==> config.mk <==
export PLATFORM = sky130hd
export DESIGN_NAME = ctc_core
export DESIGN_NICKNAME = d
export VERILOG_FILES = /design/src/core/ctc_pkg.sv /design/src/core/ctc_average.sv /design/src/core/ctc_core.sv
export SDC_FILE = /design/constraint.sdc
export NUM_CORES = 1
export LEC_CHECK = 0
export BUFFER_PORTS_ARGS = -buffer_cell sky130_fd_sc_hd__buf_2
export CAP_MARGIN = 20
export CORE_ASPECT_RATIO = 0.6
export CORE_UTILIZATION = 50
export DETAILED_ROUTE_END_ITERATION = 12
export PLACE_DENSITY = 0.76
export SYNTH_ARGS = -nofsm -noshare
export SYNTH_HDL_FRONTEND = slang
export SYNTH_HIERARCHICAL = 1
export SYNTH_SLANG_ARGS = --single-unit
==> constraint.sdc <==
create_clock -name clk -period 6.7 [get_ports clk]
set_input_delay 1.005 -clock clk [delete_from_list [all_inputs] [get_ports clk]]
set_output_delay 1.005 -clock clk [all_outputs]
set_load 0.01 [all_outputs]
==> src/core/ctc_pkg.sv <==
// What this block does
// - Hysteresis bit ignored in fixed threshold mode
// - Average settles with time constant 2^(field+1)
// - Configuration register layout, preset 0x19
// - Fixed mode compares data to threshold value
// - Adaptive mode compares data to running average
// - Mode 00 active when data below limit
// - Modes 01/10/11: above, in-window, out-window
// - Conversion mode 000 idle, 001 continuous, alternating when both channels enabled
package ctc_pkg;
  localparam logic [7:0] ADDR_SETUP_CH1 = 8'h0b;
  localparam logic [7:0] ADDR_SETUP_CH2 = 8'h0e;
  localparam logic [7:0] ADDR_CONFIG = 8'h0f;
  localparam logic [7:0] ADDR_STATUS = 8'h10;
  localparam logic [7:0] CONFIG_RESET = 8'h19;
  localparam logic [7:0] SETUP_RESET = 8'h0b;
  // Configuration fields
  localparam int CFG_THR_FIXED = 7;
  localparam int CFG_MODE_HI = 6;
  localparam int CFG_MODE_LO = 5;
  localparam int CFG_EN_CH1 = 4;
  localparam int CFG_EN_CH2 = 3;
  localparam int CFG_CONV_MSB = 2;
  // Setup fields
  localparam int SETUP_HYST = 4;
  localparam int SETUP_SETTLE_MSB = 3;
  localparam int SETTLE_W = 4;
  // Hysteresis margin is sensitivity shifted right by this amount
  localparam int HYST_SHIFT = 2;
  localparam logic [2:0] CONV_IDLE = 3'h0;
  localparam logic [2:0] CONV_CONTINUOUS = 3'h1;
  localparam logic [1:0] CMP_NEGATIVE = 2'h0;
  localparam logic [1:0] CMP_POSITIVE = 2'h1;
  localparam logic [1:0] CMP_IN_WINDOW = 2'h2;
  localparam logic [1:0] CMP_OUT_WINDOW = 2'h3;
  typedef enum logic [1:0] {
    CTC_SEQ_IDLE,
    CTC_SEQ_REQ,
    CTC_SEQ_WAIT
  } ctc_seq_e;
endpackage

==> src/core/ctc_average.sv <==
`timescale 1ns/1ps
`default_nettype none
module ctc_average #(
  parameter int DATA_W = 16
) (
  // Clock and reset
  input wire logic clk,
  input wire logic rst_n,
  input wire logic ce,
  // New result
  input wire logic sample_valid,
  input wire logic [DATA_W-1:0] sample_data,
  input wire logic [ctc_pkg::SETTLE_W-1:0] settle,
  // Average
  output logic [DATA_W-1:0] average
);
  // Sixteen fraction bits so even the slowest time constant still moves
  localparam int FRAC_W = 16;
  localparam int ACC_W = DATA_W + FRAC_W;

  initial begin
    if (DATA_W < 2 || DATA_W > 32) begin
      $error("ctc_average: DATA_W out of range");
    end
  end

  logic [ACC_W-1:0] acc;
  logic primed;
  logic signed [ACC_W:0] diff;
  logic signed [ACC_W:0] step;
  logic [ACC_W-1:0] next_acc;

  always_comb begin
    diff = $signed({1'b0, sample_data, {FRAC_W{1'b0}}})
         - $signed({1'b0, acc});
    step = diff >>> ({1'b0, settle} + 5'h01);
    next_acc = ACC_W'($signed({1'b0, acc}) + step);
  end

  always_ff @(posedge clk or negedge rst_n) begin
    if (!rst_n) begin
      acc <= '0;
      primed <= 1'b0;
    end else if (ce && sample_valid) begin
      primed <= 1'b1;
      if (primed) begin
        acc <= next_acc;
      end else begin
        acc <= {sample_data, {FRAC_W{1'b0}}};
      end
    end
  end

  assign average = acc[ACC_W-1:FRAC_W];
endmodule
`default_nettype wire

==> src/core/ctc_core.sv <==
`timescale 1ns/1ps
`default_nettype none
module ctc_core #(
  parameter int DATA_W = 16
) (
  // Clock and reset
  input wire logic clk,
  input wire logic rst_n,
  input wire logic ce,
  // Register port
  input wire logic reg_wr,
  input wire logic reg_rd,
  input wire logic [7:0] reg_addr,
  input wire logic [7:0] reg_wdata,
  output logic [7:0] reg_rdata,
  // Converter control
  output logic conv_request,
  output logic conv_channel,
  input wire logic result_valid,
  input wire logic result_channel,
  input wire logic [DATA_W-1:0] result_data,
  // Per-channel limits
  input wire logic [DATA_W-1:0] sensitivity_ch1,
  input wire logic [DATA_W-1:0] sensitivity_ch2,
  input wire logic [DATA_W-1:0] threshold_ch1,
  input wire logic [DATA_W-1:0] threshold_ch2,
  // Detection outputs
  output logic detect_ch1,
  output logic detect_ch2,
  output logic [DATA_W-1:0] average_ch1,
  output logic [DATA_W-1:0] average_ch2
);
  localparam int EW = DATA_W + 2;

  initial begin
    if (DATA_W < 2 || DATA_W > 32) begin
      $error("ctc_core: DATA_W out of range");
    end
  end

  logic [7:0] detection_configuration;
  logic [7:0] setup_ch1;
  logic [7:0] setup_ch2;
  ctc_pkg::ctc_seq_e seq;
  logic last_channel;

  wire logic thr_fixed = detection_configuration[ctc_pkg::CFG_THR_FIXED];
  wire logic [1:0] cmp_mode =
    detection_configuration[ctc_pkg::CFG_MODE_HI:ctc_pkg::CFG_MODE_LO];
  wire logic en_ch1 = detection_configuration[ctc_pkg::CFG_EN_CH1];
  wire logic en_ch2 = detection_configuration[ctc_pkg::CFG_EN_CH2];
  wire logic [2:0] conv_mode =
    detection_configuration[ctc_pkg::CFG_CONV_MSB:0];

  always_ff @(posedge clk or negedge rst_n) begin
    if (!rst_n) begin
      detection_configuration <= ctc_pkg::CONFIG_RESET;
      setup_ch1 <= ctc_pkg::SETUP_RESET;
      setup_ch2 <= ctc_pkg::SETUP_RESET;
    end else if (ce && reg_wr) begin
      if (reg_addr == ctc_pkg::ADDR_CONFIG) begin
        detection_configuration <= reg_wdata;
      end else if (reg_addr == ctc_pkg::ADDR_SETUP_CH1) begin
        setup_ch1 <= reg_wdata;
      end else if (reg_addr == ctc_pkg::ADDR_SETUP_CH2) begin
        setup_ch2 <= reg_wdata;
      end
    end
  end

  // Registered read data; unmapped addresses read zero
  always_ff @(posedge clk or negedge rst_n) begin
    if (!rst_n) begin
      reg_rdata <= '0;
    end else if (ce && reg_rd) begin
      if (reg_addr == ctc_pkg::ADDR_CONFIG) begin
        reg_rdata <= detection_configuration;
      end else if (reg_addr == ctc_pkg::ADDR_SETUP_CH1) begin
        reg_rdata <= setup_ch1;
      end else if (reg_addr == ctc_pkg::ADDR_SETUP_CH2) begin
        reg_rdata <= setup_ch2;
      end else if (reg_addr == ctc_pkg::ADDR_STATUS) begin
        reg_rdata <= {5'h0_0, conv_request, detect_ch2, detect_ch1};
      end else begin
        reg_rdata <= '0;
      end
    end
  end

  // Choose next channel; alternate when both are enabled
  function automatic logic pick_channel(input logic last, input logic e1,
                                        input logic e2);
    if (e1 && e2) begin
      pick_channel = ~last;
    end else begin
      pick_channel = e2 && !e1;
    end
  endfunction

  always_ff @(posedge clk or negedge rst_n) begin
    if (!rst_n) begin
      seq <= ctc_pkg::CTC_SEQ_IDLE;
      conv_channel <= 1'b0;
      last_channel <= 1'b1;
    end else if (ce) begin
      case (seq)
        ctc_pkg::CTC_SEQ_IDLE: begin
          if (conv_mode == ctc_pkg::CONV_CONTINUOUS &&
              (en_ch1 || en_ch2)) begin
            conv_channel <= pick_channel(last_channel, en_ch1, en_ch2);
            seq <= ctc_pkg::CTC_SEQ_REQ;
          end
        end
        ctc_pkg::CTC_SEQ_REQ: begin
          seq <= ctc_pkg::CTC_SEQ_WAIT;
        end
        ctc_pkg::CTC_SEQ_WAIT: begin
          if (result_valid) begin
            last_channel <= conv_channel;
            seq <= ctc_pkg::CTC_SEQ_IDLE;
          end
        end
        default: begin
          seq <= ctc_pkg::CTC_SEQ_IDLE;
        end
      endcase
    end
  end

  assign conv_request = (seq == ctc_pkg::CTC_SEQ_REQ);

  wire logic valid_ch1 = result_valid && !result_channel;
  wire logic valid_ch2 = result_valid && result_channel;

  ctc_average #(
    .DATA_W(DATA_W)
  ) u_avg_ch1 (
    .clk(clk),
    .rst_n(rst_n),
    .ce(ce),
    .sample_valid(valid_ch1),
    .sample_data(result_data),
    .settle(setup_ch1[ctc_pkg::SETUP_SETTLE_MSB:0]),
    .average(average_ch1)
  );

  ctc_average #(
    .DATA_W(DATA_W)
  ) u_avg_ch2 (
    .clk(clk),
    .rst_n(rst_n),
    .ce(ce),
    .sample_valid(valid_ch2),
    .sample_data(result_data),
    .settle(setup_ch2[ctc_pkg::SETUP_SETTLE_MSB:0]),
    .average(average_ch2)
  );

  function automatic logic signed [EW-1:0] ext(input logic [DATA_W-1:0] v);
    ext = $signed({2'b00, v});
  endfunction

  // Decide detection for one channel from its latest result
  function automatic logic detect_eval(
    input logic fixed, input logic [1:0] mode, input logic hyst,
    input logic active, input logic [DATA_W-1:0] data,
    input logic [DATA_W-1:0] avg, input logic [DATA_W-1:0] sens,
    input logic [DATA_W-1:0] thr);
    logic signed [EW-1:0] d;
    logic signed [EW-1:0] lo;
    logic signed [EW-1:0] hi;
    logic signed [EW-1:0] m;
    d = ext(data);
    lo = '0;
    hi = '0;
    m = '0;
    if (fixed) begin
      lo = ext(thr);
      hi = ext(thr);
    end else begin
      lo = ext(avg) - ext(sens);
      hi = ext(avg) + ext(sens);
      if (hyst && active) begin
        m = ext(sens) >>> ctc_pkg::HYST_SHIFT;
      end
    end
    case (mode)
      ctc_pkg::CMP_NEGATIVE: detect_eval = d < lo + m;
      ctc_pkg::CMP_POSITIVE: detect_eval = d > hi - m;
      ctc_pkg::CMP_IN_WINDOW: detect_eval = (d > lo - m) && (d < hi + m);
      default: detect_eval = (d < lo + m) || (d > hi - m);
    endcase
  endfunction

  always_ff @(posedge clk or negedge rst_n) begin
    if (!rst_n) begin
      detect_ch1 <= 1'b0;
      detect_ch2 <= 1'b0;
    end else if (ce) begin
      if (valid_ch1) begin
        detect_ch1 <= detect_eval(thr_fixed, cmp_mode,
          setup_ch1[ctc_pkg::SETUP_HYST], detect_ch1, result_data,
          average_ch1, sensitivity_ch1, threshold_ch1);
      end
      if (valid_ch2) begin
        detect_ch2 <= detect_eval(thr_fixed, cmp_mode,
          setup_ch2[ctc_pkg::SETUP_HYST], detect_ch2, result_data,
          average_ch2, sensitivity_ch2, threshold_ch2);
      end
    end
  end
endmodule
`default_nettype wire

==> results.sh, run 1 <==
export IMPL_finalSetupTns_ps=0
export IMPL_yosysSeqAreaShare_pct=9.61
export IMPL_yosysTopAreaCell="ha_1"
export IMPL_core_sq_um=53100
export IMPL_grt_pass1_wl_mm=149
export IMPL_setup_viol=0
export IMPL_drive_gt1_share_pct=17.6
export IMPL_peakVddDrop_v=0.000355
export IMPL_cp_endpoint="u_avg_ch1/acc[31]$_DFFE_PN0P_"
export IMPL_fin_crit_sh_pct=99.0
export IMPL_start_util_pct=51.2
export IMPL_rows=65
export IMPL_run_status="completed"
export IMPL_p_leak_nw=14.5
export IMPL_ctsHtreeMaxLevel=3
export IMPL_max_freq_ghz=0.151
export IMPL_syn_inst=3676
export IMPL_yosysTopAreaCellShare_pct=18.7
export IMPL_hp_start="reg_rdata[0]$_DFFE_PN0P_"
export IMPL_wl_mm=98.1
export IMPL_cts_sinks=104
export IMPL_root_buffer="clkbuf_16"
export IMPL_viasPerCell=6.27
export IMPL_die_area_sq_um=55400
export IMPL_clk_pin_slew_ps=90
export IMPL_synth_async_reset_ratio_pct=100
export IMPL_drc=0
export IMPL_drt_initial_drc_count=3463
export IMPL_worstSetupPathType="input port to flip-flop"
export IMPL_cellPowerDensity_nw_per_um2=464
export IMPL_synth_top_flop_cell="dfrtp_1"
export IMPL_synthTopCellsByArea="ha_1 (19%), dfrtp_1 (8.6%), a21oi_1 (6.2%)"
export IMPL_clk_latency_ps=410
export IMPL_io_buffers=146
export IMPL_timing_rr_start="u_avg_ch2/acc[6]$_DFFE_PN0P_"
export IMPL_cts_tree="built"
export IMPL_fin_area_sq_um=30600
export IMPL_post_route_util_pct=57.5
export IMPL_fp_dieW_um=303
export IMPL_ioPinCount=147
export IMPL_timing_slew_headroom_pct=30.8
export IMPL_place_gp_congestion=1.03
export IMPL_regToRegEndpoint="u_avg_ch2/acc[17]$_DFFE_PN0P_"
export IMPL_grt_overflow_total=0
export IMPL_numCtsBuffers=9
export IMPL_worstMarginPinSlew_ps=1030
export IMPL_multiInputGateArea_sq_um=22700
export IMPL_floorplan_die_height_um=183
export IMPL_r2r_cells=22
export IMPL_final_hold_viol_count=0
export IMPL_syn_area_per_cell_sq_um=7.40
export IMPL_synth_cell_types=112
export IMPL_antenna_found_initial=2
export IMPL_fin_skew_ps=22.8
export IMPL_r2r_slack_ps=220
export IMPL_area_delta_synth_final_pct=12.3
export IMPL_critical_path_startpoint="result_data[1]"
export IMPL_worstPathRequired_ps=6960
export IMPL_synth_edf_count=0
export IMPL_track_usage_pct=34.4
export IMPL_end_kind="flip-flop"
export IMPL_pre_cts_ws_ps=-213
export IMPL_cp_max_fo=4
export IMPL_crit_arrival_ps=6890
export IMPL_hold_class="flip-flop to flip-flop"
export IMPL_start_kind="input port"
export IMPL_ys_warn_count=6
export IMPL_syn_area_sq_um=27200
export IMPL_layout_cells_non_filler=4647
export IMPL_drv_slew=0
export IMPL_nFillCells=5034
export IMPL_final_nets=4460
export IMPL_antenna_left=0
export IMPL_wl_per_cell_um=21.1
export IMPL_grt_max_degree=79
export IMPL_seq_area_sq_um=2620
export IMPL_syn_nets=4199
export IMPL_dp_hpwl_mm=80.4
export IMPL_dr_pass1_iters=6
export IMPL_dp_cells=4628
export IMPL_grt_pass1_vias=26000
export IMPL_synth_seq_cells=104
export IMPL_fin_crit_ps=6630
export IMPL_clk_path_buf_depth=2
export IMPL_vias=29100
export IMPL_dpl_cell_area_sq_um=30100
export IMPL_max_cap_viol_count=0
export IMPL_hold_buffers=0
export IMPL_worst_slack_ps=69.1
-- area by class of cell --
| class | instances | area share, % |
|---|---|---|
| clock inverters | 7 | 0.315 |
| multi-input cells | 3119 | 74.1 |
| inverters | 223 | 2.74 |
| diodes | 2 | 0.0164 |
| clock buffers | 9 | 0.737 |
| repair buffers | 480 | 10.6 |
| well taps | 703 | 2.88 |
| flip-flops and latches | 104 | 8.56 |
-- worst max-delay path, cell delays in order --
cell	delay, ps
buf_2	180
ha_1	320
buf_4	110
nand3b_1	120
nor3_1	360
a31oi_2	200
buf_4	190
o21a_1	210
o21ai_0	200
buf_4	150
xor2_1	300
mux2i_1	170
a22o_1	320
or3_1	360
o211ai_1	180
ha_1	200
o211ai_1	180
a2111oi_2	460
a21oi_2	140
o211ai_1	330
a21oi_1	150
buf_4	170
o31ai_1	280
o22ai_1	160
xnor2_1	210
a21oi_1	90
a2bb2oi_1	150
-- per-stage QoR --
step                      power, mW  hold slack, ps
after floorplan                8.95             477
after global placement         12.9             467
after detailed placement       13.0             462
after CTS                      13.7             484
after global routing           15.2             507
final                          14.2             483
-- placed cells by master (no fill, tap or decap), drive strengths merged, types with 25 or more instances in the layout --
cell / instances
o21bai: 42
mux2: 55
mux2i: 79
ha: 406
xnor2: 189
a21o: 72
o21ai: 305
nand2b: 45
o31ai: 28
nand3: 81
a31oi: 31
buf: 480
nor2: 298
a21oi: 335
nor2b: 50
inv: 226
o21a: 48
or3: 35
nand4: 32
a211oi: 56
and3: 25
dfrtp: 94
nor3: 73
nor4: 34
o211ai: 41
nand2: 335
xor2: 72
-- kinds of logic after synthesis --
logic type               after synthesis  share of synthesized area, %
buffers and inverters                453                          7.74
flip-flops                           104                          9.61
AO/OA/AOI/OAI                       1189                          28.4
XOR/XNOR                             261                          8.40
multiplexers                         154                          6.87
AND/OR/NAND/NOR                     1095                          19.3
adder cells (fa/ha/maj)              420                          19.7
-- power by group --
part           total, mW  leakage (nW)  internal [mW]  switching [mW]
Combinational       12.5          13.0           5.55            6.93
Clock              0.608         0.156          0.276           0.332
Sequential          1.09          1.30          0.810           0.284
Total               14.2          14.5           6.63            7.55
-- per-layer routing --
layer,track usage [%],vias to the layer above,wire [um]
met5,0,-,0
met4,7.94,0,2110
met3,12.1,109,13800
met2,45.0,1592,36600
met1,52.2,13600,45700
li1,-,13900,-
-- state kept, by name (all words and copies together), names as in the netlist --
register,flops
u_avg_ch1/acc,32
conv_channel,1
u_avg_ch2/acc,32
u_avg_ch1/primed,1
reg_rdata,8
setup_ch2,8
detect_ch2,1
seq,2
detect_ch1,1
last_channel,1
detection_configuration,8
u_avg_ch2/primed,1
setup_ch1,8
-- synthesized netlist by cell type, types with 39 or more instances --
library cell,count
ha_1,406
a21oi_1,335
nand2_1,335
nor2_1,298
o21ai_0,280
inv_1,209
xnor2_1,189
clkbuf_1,138
dfrtp_1,94
mux2i_1,79
nand3_1,79
xor2_1,72
a21o_1,70
nor3_1,69
mux2_2,54
a211oi_1,52
nor2b_1,50
o21a_1,48
nand2b_1,45
o211ai_1,41
buf_4,39
o21bai_1,39
-- what timing repair did --
action / in CTS / in global routing
endpoints found under the setup margin: 0 / 20
gates resized for setup: 0 / 31
setup buffers: 0 / 1
-- how the worst min path moves through the flow --
stage                                    end  slack (ps)  cells after the start
finish              reg_rdata[0]$_DFFE_PN0P_         480                      2
global route        reg_rdata[2]$_DFFE_PN0P_         510                      2
CTS                 reg_rdata[1]$_DFFE_PN0P_         480                      2
detailed placement  reg_rdata[1]$_DFFE_PN0P_         460                      2
global placement    reg_rdata[1]$_DFFE_PN0P_         470                      2
floorplan           setup_ch2[5]$_DFFE_PN0P_         480                      1
Power figures use the tool's default switching activity.
==> inputs of run 2 (changes only) <==
ABC_AREA = 1   (was not set)
==> run 2 against run 1 <==
Net effect:
- final area decreased by 6.6%
- synthesized area grew 0.12%
- global-route usage grew 3.3 points
- worst hold slack gained 15 ps
- clock skew is 8.7 ps lower
- critical path depth is 5 higher
- final cell count grew 12%
- die area grew 0.13%
- sequential cell count did not move
- highest routed layer is now met5
==> results.sh, run 2 <==
export IMPL_drc=0
export IMPL_ctsHtreeMaxLevel=3
export IMPL_yosysTopAreaCell="ha_1"
export IMPL_numCtsBuffers=9
export IMPL_synth_async_reset_ratio_pct=100
export IMPL_hold_buffers=0
export IMPL_io_buffers=146
export IMPL_cp_max_fo=5
export IMPL_ys_warn_count=6
export IMPL_cts_tree="built"
export IMPL_syn_area_sq_um=27200
export IMPL_cts_sinks=104
export IMPL_root_buffer="clkbuf_16"
export IMPL_fin_skew_ps=14.1
export IMPL_max_freq_ghz=0.164
export IMPL_final_common_cell="nand2_1"
export IMPL_cts_resized=0
export IMPL_track_usage_pct=37.7
export IMPL_yosys_top_cells_count="nand2_1 (1030), inv_1 (549), ha_1 (406)"
export IMPL_yosysTopAreaCellShare_pct=18.7
export IMPL_max_cap_viol_count=0
export IMPL_syn_inst=4475
export IMPL_wl_per_cell_um=20.6
export IMPL_clk_path_buf_depth=2
export IMPL_nFillCells=5610
export IMPL_fin_crit_sh_pct=91.1
export IMPL_viasPerCell=5.93
export IMPL_rsz0062_at_grt="no"
export IMPL_grt_max_degree=71
export IMPL_drv_slew=0
export IMPL_place_gp_congestion=1.09
export IMPL_run_status="completed"
export IMPL_antenna_left=0
export IMPL_clk_pin_slew_ps=80
export IMPL_fp_dieW_um=303
export IMPL_multiInputGateArea_sq_um=21400
export IMPL_post_cts_setup_buffers=0
export IMPL_start_util_pct=51.2
export IMPL_final_nets=5012
export IMPL_slowest_delay_ps=420
export IMPL_ioPinCount=147
export IMPL_wl_mm=107
export IMPL_die_area_sq_um=55400
export IMPL_drive_gt1_share_pct=9.72
export IMPL_worstMarginPinSlew_ps=1040
export IMPL_seq_area_sq_um=2620
export IMPL_finalSetupTns_ps=0
export IMPL_dp_hpwl_mm=89.9
export IMPL_setup_viol=0
export IMPL_syn_nets=4998
export IMPL_core_sq_um=53200
export IMPL_grt_pass1_wl_mm=161
export IMPL_worstPathRequired_ps=6990
export IMPL_hold_class="flip-flop to flip-flop"
export IMPL_antenna_found_initial=4
export IMPL_crit_arrival_ps=6400
export IMPL_clk_latency_ps=380
export IMPL_worstSetupPathType="input port to flip-flop"
export IMPL_worst_path_max_delay_cell="fa_1"
export IMPL_yosysSeqAreaShare_pct=9.60
export IMPL_final_hold_viol_count=0
export IMPL_area_delta_synth_final_pct=4.76
export IMPL_vias=30800
export IMPL_reg_top3="u_avg_ch1/acc: 32 flops, u_avg_ch2/acc: 32 flops"
export IMPL_drt_initial_drc_count=4106
export IMPL_dr_pass1_iters=6
export IMPL_timing_slew_headroom_pct=30.7
export IMPL_grt_pass1_vias=27400
export IMPL_synth_top_flop_cell="dfrtp_1"
export IMPL_syn_area_per_cell_sq_um=6.09
export IMPL_synth_cell_types=66
export IMPL_end_kind="flip-flop"
export IMPL_rows=65
export IMPL_fin_crit_ps=6100
export IMPL_final_cell_mix="nand2_1 (1030), inv_1 (549), ha_1 (406), nor2_1 (369), a21oi_1 (358)"
export IMPL_cp_common_cell="nand2_1"
export IMPL_synthTopCellsByArea="ha_1 (19%), nand2_1 (14%), dfrtp_1 (8.6%)"
export IMPL_start_kind="input port"
export IMPL_grt_overflow_total=0
export IMPL_synth_edf_count=0
export IMPL_synth_most_common_cell="nand2_1"
export IMPL_floorplan_die_height_um=183
export IMPL_synth_seq_cells=104
## run 2: logic make-up after synthesis
family          Yosys count  synth area share, %
buf+inv                 786                 11.8
fa+ha+maj               420                 19.7
flops                   104                 9.60
compound gates         1018                 21.4
simple gates           1961                 31.5
xor+xnor                174                 5.60
mux                      12                0.446
## run 2: area by class of cell
cell class | count | area share [%]
clock buffer | 9 | 0.789
timing repair buffer | 191 | 3.75
tap | 703 | 3.08
clock inverter | 7 | 0.228
sequential | 104 | 9.17
multi-input combinational | 3585 | 75.1
inverter | 598 | 7.87
antenna | 2 | 0.0175
## run 2: worst paths after layout
kind                                                from                       endpoint  slack, ps  depth (start not counted)
max in group asynchronous                          rst_n  u_avg_ch2/acc[22]$_DFFE_PN0P_       4760                          2
min in group asynchronous                          rst_n   u_avg_ch1/acc[5]$_DFFE_PN0P_        730                          1
min                             reg_rdata[0]$_DFFE_PN0P_       reg_rdata[0]$_DFFE_PN0P_        500                          2
max reg2reg                u_avg_ch1/acc[17]$_DFFE_PN0P_  u_avg_ch1/acc[30]$_DFFE_PN0P_        740                         32
min reg2reg                     reg_rdata[0]$_DFFE_PN0P_       reg_rdata[0]$_DFFE_PN0P_        500                          2
max                                       result_data[1]  u_avg_ch1/acc[30]$_DFFE_PN0P_        600                         32
## run 2: worst max-delay path: cells and delay by family
| family | cells | cell delay (ps) |
|---|---|---|
| XOR/XNOR | 1 | 280 |
| adder cells (fa/ha/maj) | 3 | 1010 |
| AO/OA/AOI/OAI | 8 | 1920 |
| buffers and inverters | 3 | 490 |
| AND/OR/NAND/NOR | 17 | 1690 |
## run 2: metrics by stage
step	std cells	utilization [%]	setup slack (ps)	hold WS [ps]	cell area, sq um
2_1_floorplan	4475	-	1540	453	27200
3_3_place_gp	5181	53.1	531	468	28200
3_5_place_dp	5181	53.1	512	475	28200
4_1_cts	5197	53.6	882	499	28500
5_1_grt	5198	53.6	205	527	28500
6_report	5199	53.6	596	498	28500
## run 2: routing by layer
metal  share of wire [%]  track usage [%]  vias up
met5               0.022                0        -
met1                  47             57.7    14000
met4                 2.2             8.08        4
li1                    -                -    14900
met3                  14             13.3      154
met2                  36             48.7     1779
Power of run 2 is left out: the tool's default activity adds up to more than one toggle a clock period on the data nets, which glitch-free logic cannot reach.
